File: src/logic/dplr_pkg.sv
// constants for the dpll output adjust and housekeeping register bank
// assumes a 100 MHz system clock and a plain register port with 16-bit words
// ****************************************************************
// Functional notes
// - Bits 15 to 9 of the output adjust register hold a seven-bit two's complement phase offset word.
// - With an 8 kHz or 2.048 MHz reference, each offset unit moves the output phase by 15 ns.
// - With a 1.544 MHz reference, each offset unit moves the output phase by 20 ns.
// - Bits 2 to 0 delay all outputs by 0 to 7 skew steps of 3.5 ns each.
// - Read-only bit 6 of the housekeeping register is high while the second reference is failed.
// - Read-only bit 5 of the housekeeping register is high while the first reference is failed.
// - Housekeeping bit 4 high selects a 65.536 MHz fast clock, low selects 32.768 MHz.
// - Only the rate select bit of the housekeeping register takes writes.
// - Read-only bit 3 shows that the phase slope limiter is restricting the input phase.
// - Bits 2 to 0 report the loop state code, with 001 and 101 reserved.
// ****************************************************************
package dplr_pkg;
    localparam int ADDR_W = 16;
    localparam int DATA_W = 16;

    // register offsets
    localparam logic [15:0] OFF_ADJUST   = 16'h002D;
    localparam logic [15:0] OFF_HOUSE    = 16'h002E;
    localparam logic [15:0] OFF_IRQ_STAT = 16'h0030;
    localparam logic [15:0] OFF_IRQ_MASK = 16'h0031;

    // output adjust fields
    localparam int PHASE_LSB = 9;
    localparam int PHASE_W   = 7;
    localparam int SKEW_LSB  = 0;
    localparam int SKEW_W    = 3;
    localparam logic [6:0] RST_PHASE = 7'h00;
    localparam logic [2:0] RST_SKEW  = 3'h0;

    // housekeeping fields
    localparam int HK_SECOND_LOSS = 6;
    localparam int HK_FIRST_LOSS  = 5;
    localparam int HK_RATE        = 4;
    localparam int HK_LIMIT       = 3;
    localparam int HK_STATE_LSB   = 0;
    localparam logic RST_RATE     = 1'b0;

    // loop state codes
    localparam logic [2:0] ST_TRACK_FIRST    = 3'h0;
    localparam logic [2:0] ST_FREE_FIRST     = 3'h2;
    localparam logic [2:0] ST_REALIGN_FIRST  = 3'h3;
    localparam logic [2:0] ST_TRACK_SECOND   = 3'h4;
    localparam logic [2:0] ST_FREE_SECOND    = 3'h6;
    localparam logic [2:0] ST_REALIGN_SECOND = 3'h7;

    // reference frequency codes
    localparam logic [1:0] REF_8K    = 2'h0;
    localparam logic [1:0] REF_1544K = 2'h1;
    localparam logic [1:0] REF_2048K = 2'h2;

    // step sizes, in picoseconds as printed in ns
    localparam int STEP_FINE_PS  = 15000;
    localparam int STEP_T1_PS    = 20000;
    localparam int SKEW_STEP_PS  = 3500;
    localparam int CLK_PERIOD_PS = 10000;

    // interrupt status bits
    localparam int EV_FIRST_LOSS  = 0;
    localparam int EV_SECOND_LOSS = 1;
    localparam int EV_LIMIT       = 2;
    localparam int EV_STATE       = 3;
    localparam int EV_W           = 4;
    localparam logic [3:0] RST_EV = 4'h0;

    localparam int SHIFT_W = 24;
    localparam int SKDLY_W = 16;
endpackage

File: src/logic/dplr_regs.sv
// output adjust and housekeeping register bank of the dpll, with event interrupt
// assumes synchronous status inputs from the loop and a single-cycle strobe port
// the loop core, reference switching and the state transitions all sit outside this block
//
// The strobed register port was decided locally.
module dplr_regs
    import dplr_pkg::*;
(
    input  wire logic                      clk,
    input  wire logic                      resetn,
    input  wire logic [ADDR_W-1:0]         addr,
    input  wire logic [DATA_W-1:0]         wr_data,
    input  wire logic                      wr_en,
    input  wire logic                      rd_en,
    output logic      [DATA_W-1:0]         rd_data,
    input  wire logic                      first_ref_fail,
    input  wire logic                      second_ref_fail,
    input  wire logic                      limiter_active,
    input  wire logic [2:0]                pll_state_code,
    input  wire logic [1:0]                active_ref_rate,
    output logic      [PHASE_W-1:0]        phase_offset_word,
    output logic      [SKEW_W-1:0]         output_skew_steps,
    output logic                           fast_clock_rate_select,
    output logic signed [SHIFT_W-1:0]      phase_shift_ps,
    output logic      [SKDLY_W-1:0]        skew_delay_ps,
    output logic                           irq
);

    // ****************************************************************
    // helpers
    // ****************************************************************
    // address match, shared by read and write decode
    function automatic logic hit(input logic [ADDR_W-1:0] a, input logic [15:0] off);
        hit = (a == off);
    endfunction

    // signed phase word times step size
    // rate code 11 has no defined reference and falls back to the fine step
    // the widest product, -64 coarse steps, still fits the 24-bit port
    function automatic logic signed [SHIFT_W-1:0] scale(input logic [PHASE_W-1:0] w,
                                                       input logic [1:0] rate);
        logic signed [SHIFT_W-1:0] sw;
        sw = SHIFT_W'(signed'(w));
        if (rate == REF_1544K) begin
            scale = SHIFT_W'(sw * STEP_T1_PS);
        end else begin
            scale = SHIFT_W'(sw * STEP_FINE_PS);
        end
    endfunction

    // ****************************************************************
    // control registers
    // ****************************************************************
    logic [PHASE_W-1:0] next_phase;
    logic [SKEW_W-1:0]  next_skew;
    logic               next_rate;

    // bits 8..3 are not stored, so a stray write there cannot steer anything
    // the housekeeping write touches the rate bit alone; the rest of that word is live status or reserved zeros
    always_comb begin
        next_phase = phase_offset_word;
        next_skew  = output_skew_steps;
        next_rate  = fast_clock_rate_select;
        if (wr_en && hit(addr, OFF_ADJUST)) begin
            next_phase = wr_data[PHASE_LSB +: PHASE_W];
            next_skew  = wr_data[SKEW_LSB +: SKEW_W];
        end
        if (wr_en && hit(addr, OFF_HOUSE)) begin
            next_rate = wr_data[HK_RATE];
        end
    end

    // register stage only; the adjust word resets to zero offset and zero skew
    always_ff @(posedge clk or negedge resetn) begin
        if (!resetn) begin
            phase_offset_word      <= RST_PHASE;
            output_skew_steps      <= RST_SKEW;
            fast_clock_rate_select <= RST_RATE;
        end else begin
            phase_offset_word      <= next_phase;
            output_skew_steps      <= next_skew;
            fast_clock_rate_select <= next_rate;
        end
    end

    // ****************************************************************
    // derived delay outputs
    // ****************************************************************
    logic signed [SHIFT_W-1:0] next_shift;
    logic [SKDLY_W-1:0]        next_skdly;

    // computed from the stored word so the loop sees a value one cycle after the write
    always_comb begin
        next_shift = scale(phase_offset_word, active_ref_rate);
        next_skdly = SKDLY_W'(output_skew_steps * SKEW_STEP_PS);
    end

    // the loop sees no shift and no skew until software writes the adjust word
    always_ff @(posedge clk or negedge resetn) begin
        if (!resetn) begin
            phase_shift_ps <= '0;
            skew_delay_ps  <= '0;
        end else begin
            phase_shift_ps <= next_shift;
            skew_delay_ps  <= next_skdly;
        end
    end

    // ****************************************************************
    // housekeeping view and read port
    // ****************************************************************
    logic [DATA_W-1:0] house_word;
    logic [DATA_W-1:0] next_rd;
    logic [EV_W-1:0]   ev_stat;      // interrupt status, also read back through the mux below
    logic [EV_W-1:0]   ev_mask;

    // status bits are live; reserved bits read zero whatever was written
    always_comb begin
        house_word                      = '0;
        house_word[HK_SECOND_LOSS]      = second_ref_fail;
        house_word[HK_FIRST_LOSS]       = first_ref_fail;
        house_word[HK_RATE]             = fast_clock_rate_select;
        house_word[HK_LIMIT]            = limiter_active;
        house_word[HK_STATE_LSB +: 3]   = pll_state_code;
    end

    // read data stands for one cycle only, zero otherwise
    always_comb begin
        next_rd = '0;
        if (rd_en) begin
            if (hit(addr, OFF_ADJUST)) begin
                next_rd[PHASE_LSB +: PHASE_W] = phase_offset_word;
                next_rd[SKEW_LSB +: SKEW_W]   = output_skew_steps;
            end else if (hit(addr, OFF_HOUSE)) begin
                next_rd = house_word;
            end else if (hit(addr, OFF_IRQ_STAT)) begin
                next_rd[EV_W-1:0] = ev_stat;
            end else if (hit(addr, OFF_IRQ_MASK)) begin
                next_rd[EV_W-1:0] = ev_mask;
            end
        end
    end

    // registering the mux keeps rd_data clean at the cost of one cycle of latency
    always_ff @(posedge clk or negedge resetn) begin
        if (!resetn) begin
            rd_data <= '0;
        end else begin
            rd_data <= next_rd;
        end
    end

    // ****************************************************************
    // events and interrupt
    // ****************************************************************
    logic            prev_first;
    logic            prev_second;
    logic            prev_limit;
    logic [2:0]      prev_state;
    logic [EV_W-1:0] ev_set;
    logic [EV_W-1:0] next_stat;
    logic [EV_W-1:0] next_mask;
    logic            next_irq;

    // set wins over a write-one clear landing in the same cycle
    // a state event fires on any code change, reserved codes included, so software sees every move
    // irq is formed from the next values so it rises in the same cycle as the status bit
    always_comb begin
        ev_set                 = '0;
        ev_set[EV_FIRST_LOSS]  = first_ref_fail && !prev_first;
        ev_set[EV_SECOND_LOSS] = second_ref_fail && !prev_second;
        ev_set[EV_LIMIT]       = limiter_active && !prev_limit;
        ev_set[EV_STATE]       = pll_state_code != prev_state;
        next_stat = ev_stat;
        if (wr_en && hit(addr, OFF_IRQ_STAT)) begin
            next_stat = ev_stat & ~wr_data[EV_W-1:0];
        end
        next_stat = next_stat | ev_set;
        next_mask = ev_mask;
        if (wr_en && hit(addr, OFF_IRQ_MASK)) begin
            next_mask = wr_data[EV_W-1:0];
        end
        next_irq = |(next_stat & next_mask);
    end

    // prev copies reset to idle so a fault present at release raises an event
    always_ff @(posedge clk or negedge resetn) begin
        if (!resetn) begin
            ev_stat     <= RST_EV;
            ev_mask     <= RST_EV;
            prev_first  <= 1'b0;
            prev_second <= 1'b0;
            prev_limit  <= 1'b0;
            prev_state  <= ST_TRACK_FIRST;
            irq         <= 1'b0;
        end else begin
            ev_stat     <= next_stat;
            ev_mask     <= next_mask;
            prev_first  <= first_ref_fail;
            prev_second <= second_ref_fail;
            prev_limit  <= limiter_active;
            prev_state  <= pll_state_code;
            irq         <= next_irq;
        end
    end
endmodule

File: config.mk
export PLATFORM = sky130hd
export DESIGN_NAME = dplr_regs
export DESIGN_NICKNAME = d
export VERILOG_FILES = /design/src/logic/dplr_pkg.sv /design/src/logic/dplr_regs.sv
export SDC_FILE = /design/constraint.sdc
export NUM_CORES = 1
export LEC_CHECK = 0
export BUFFER_PORTS_ARGS = -buffer_cell sky130_fd_sc_hd__buf_4
export CAP_MARGIN = 20
export CORE_MARGIN = 4
export CORE_UTILIZATION = 25
export DETAILED_ROUTE_END_ITERATION = 8
export GPL_TIMING_DRIVEN = 0
export PLACE_DENSITY = 0.52
export SYNTH_ARGS = -nofsm -noshare
export SYNTH_HDL_FRONTEND = slang
export SYNTH_SLANG_ARGS = --single-unit
File: constraint.sdc
create_clock -name clk -period 9.3 [get_ports clk]
set_input_delay 0.93 -clock clk [delete_from_list [all_inputs] [get_ports clk]]
set_output_delay 0.93 -clock clk [all_outputs]
set_load 0.1 [all_outputs]
==> flow_summary.json <==
{
  "grt_pass1_wl_um": 22600,
  "antenna_found_initial": 0,
  "pwr-share-clk_pct": 48.9,
  "combPwrFrac_pct": 8.5,
  "timing.critical_path.cells": "ha_1 > xor2_1 > ha_1 > or2_2 > fa_1 > fa_1 > ha_1 > clkbuf_1 > nand4_1 > nor4_1 > nor2_1 > a21oi_1 > o31a_1 > nand3_1",
  "postSynthRegisterBits": 73,
  "post-dp-hpwl_um": 11400,
  "report.final.slew_viol_count": 0,
  "syn2layout_area_growth_pct": 26.0,
  "vias_per_cell": 4.53,
  "io-pin-count": 112,
  "critical-path-slowest-cell": "dfrtp_1",
  "start_kind": "flip-flop",
  "critical_path_buf_inv_count": 1,
  "power.ir.vdd_worst_mv": 0.0811,
  "maxCapViolCount": 0,
  "path_class": "reg -> reg",
  "core_mm2": 0.0218,
  "grt_max_degree": 74,
  "die_height_um": 157,
  "place.gp.congestion": 0.835,
  "dieWidth_um": 157,
  "drtPass1Iterations": 4,
  "finalCriticalPeriod_ns": 4.74,
  "crit_fanout": 13,
  "clock-root-buffer": "clkbuf_16",
  "max_freq_mhz": 211,
  "numClockSinks": 73,
  "portBuffers": 99,
  "cpPeakStageDelay_ns": 0.68,
  "dieArea_mm2": 0.0246,
  "status": "complete, no violations",
  "grt.overflow.total": 0,
  "postCtsSetupBuffers": 0,
  "cts_tree": "done",
  "internal_power_uw": 572,
  "wl_per_cell_um": 15.6,
  "numCtsBuffers": 9,
  "finalHoldViolations": 0,
  "p_seq_share_pct": 42.6,
  "clk_latency_ns": 0.34,
  "ys_types": 61,
  "ctsLongestPathBuffers": 2,
  "post_synth_inst_count": 519,
  "start_util_pct": 25.4,
  "clk_pin_slew_ns": 0.06,
  "arrival_ns": 4.96,
  "drtIter0Drc": 150,
  "final_core_util_pct": 31.9,
  "ys_seq_area_share_pct": 33.0,
  "synth-main-ff-cell": "dfrtp_1",
  "fin_nets": 790,
  "htreeDepth": 3,
  "synth_edf_count": 0,
  "cp_common_cell": "ha_1",
  "num_rows": 54,
  "skew_ns": 0.00751,
  "syn_area_per_cell_um2": 10.7,
  "drive_gt1_share_pct": 24.3,
  "cp.required_ns": 9.52,
  "insertedDiodeCount": 0,
  "tightest_slew_ns": 0.951,
  "synthesis.area_mm2": 0.00553,
  "grt_pass1_vias": 4201,
  "wirelength_um": 14400,
  "drc": 0,
  "holdBufCountCts": 0,
  "rsz0062_at_grt": "false",
  "p_leak_nw": 3.79,
  "worstSetupEndpointType": "flip-flop",
  "grt_usage_pct": 11.8,
  "fin_crit_sh_pct": 51.0,
  "cpLargestDelayFamily": "adder cells",
  "p_switching_uw": 182,
  "hold_slack_ns": 0.509,
  "power-per-cell-area_mw_per_mm2": 108,
  "yosysWarnings": 0,
  "switching_share_pct": 24.1,
  "cts_resized": 0,
  "synthArstFlopShare_pct": 100,
  "vias": 4172,
  "hold_path.class": "reg -> reg",
  "timing.setup.tns_ns": 0,
  "maxSlewHeadroom_pct": 36.6,
  "drtAntennaViolNets": 0,
  "finalSetupViolations": 0
}
==> registers in the layout (all words and copies together) (netlist names), 3 cells and up <==
name,cells
ev_stat,4
output_skew_steps,3
ev_mask,4
skew_delay_ps,13
rd_data,14
prev_state,3
phase_shift_ps,20
phase_offset_word,7
==> worst register-to-register path, delay by kind of cell, from the launching register on <==
kind,cells,cell delay [ns]
buffers and inverters,1,0.32
adders and majority gates,5,1.78
xor gates and xnor gates,1,0.20
AOI/OAI and AO/OA,2,0.45
and+or+nand+nor,5,1.19
DFF,1,0.68
==> cell usage in the layout, fill, tap and decap left out, drive strengths merged, types with 3 or more instances in the layout <==
cell	synthesis	layout
nor3	12	12
fa	23	23
nand3	5	5
clkbuf	12	25
o21bai	5	5
conb	1	8
mux2i	5	5
and2	5	5
nor2	25	25
a22oi	3	3
o21ai	22	22
o211ai	3	3
nand4	3	3
nor2b	12	12
nand3b	3	3
xnor2	20	20
inv	40	41
ha	87	87
a21oi	23	23
xor2	11	11
nor4	6	6
nand2	24	24
mux2	18	18
o31ai	4	4
a21o	11	11
or3	3	3
a221oi	3	3
dfrtp	73	73
and3	9	9
buf	10	109
o21a	3	3
a31oi	4	4
a222oi	3	3
==> worst paths after layout <==
path,depth (start not counted),slack (ns),startpoint,end
worst max-delay path,14,4.56,phase_offset_word[6],phase_shift_ps[20]
worst min-delay path,1,0.51,ev_stat[0],ev_stat[0]
worst max register to register,14,4.56,phase_offset_word[6],phase_shift_ps[20]
worst min register to register,1,0.51,ev_stat[0],ev_stat[0]
max in group asynchronous,1,7.94,resetn,phase_shift_ps[9]
min in group asynchronous,1,0.72,resetn,skew_delay_ps[10]
==> synthesized netlist by cell type, drive strengths merged (6+ instances only) <==
| library cell | count | area share, % |
|---|---|---|
| xor2 | 11 | 1.7 |
| nor2b | 12 | 1.4 |
| o21ai | 22 | 2.0 |
| xnor2 | 20 | 3.2 |
| nor4 | 6 | 1.2 |
| nand2 | 24 | 1.6 |
| ha | 87 | 20 |
| buf | 10 | 1.4 |
| fa | 23 | 8.3 |
| nor2 | 25 | 1.7 |
| a21oi | 23 | 2.1 |
| clkbuf | 12 | 0.99 |
| and3 | 9 | 1.0 |
| inv | 40 | 2.7 |
| nor3 | 12 | 1.1 |
| dfrtp | 73 | 33 |
| mux2 | 18 | 3.7 |
| a21o | 11 | 1.5 |
==> routing by layer <==
metal,up-vias,part of all wire [%],track usage (%),wire length (um)
met1,1995,47,16.0,6790
met2,102,46,18.8,6620
met3,16,5.4,2.43,775
met4,0,1.5,3.72,218
li1,2059,-,-,-
met5,-,0,0,0
==> cell type report <==
type | instances | area [um^2]
fill | 2302 | 14900
multi-input combinational | 391 | 3450
sequential | 73 | 1830
timing repair buffer | 99 | 743
tap | 280 | 350
clock buffer | 13 | 270
inverter | 40 | 150
buffer | 22 | 130
clock inverter | 3 | 46.3
==> metrics by stage <==
stage          power (mW)  instance area (um^2)  cells  setup WS (ns)
3_3_place_gp        0.391                  6650    905           4.58
5_1_grt             0.785                  6970    921           4.29
2_1_floorplan       0.363                  5560    526           4.62
4_1_cts             0.768                  6970    921           4.56
6_report            0.753                  6970    921           4.56
3_5_place_dp        0.392                  6650    905           4.54
==> power by group through the flow <==
stage / Sequential, mW / Clock, mW / Combinational [mW]
floorplan: 0.334 / 0 / 0.0286
global placement: 0.327 / 0 / 0.0649
detailed placement: 0.327 / 0 / 0.0650
CTS: 0.321 / 0.382 / 0.0652
global route: 0.321 / 0.395 / 0.0689
finish: 0.321 / 0.368 / 0.0640
==> cells by family (layout without fill, tap and decap cells) <==
logic type                 after synthesis  count (layout)  synth area share, %
adders and majority gates              110             110                 28.0
buffers and inverters                   62             177                 5.06
other                                    1               8               0.0678
DFF                                     73              73                 33.0
muxes                                   23              23                 4.57
and+or+nand+nor                        119             119                 12.1
AOI/OAI and AO/OA                      100             100                 12.3
xor gates and xnor gates                31              31                 4.91
No activity file was read; power rests on OpenSTA's default activity.
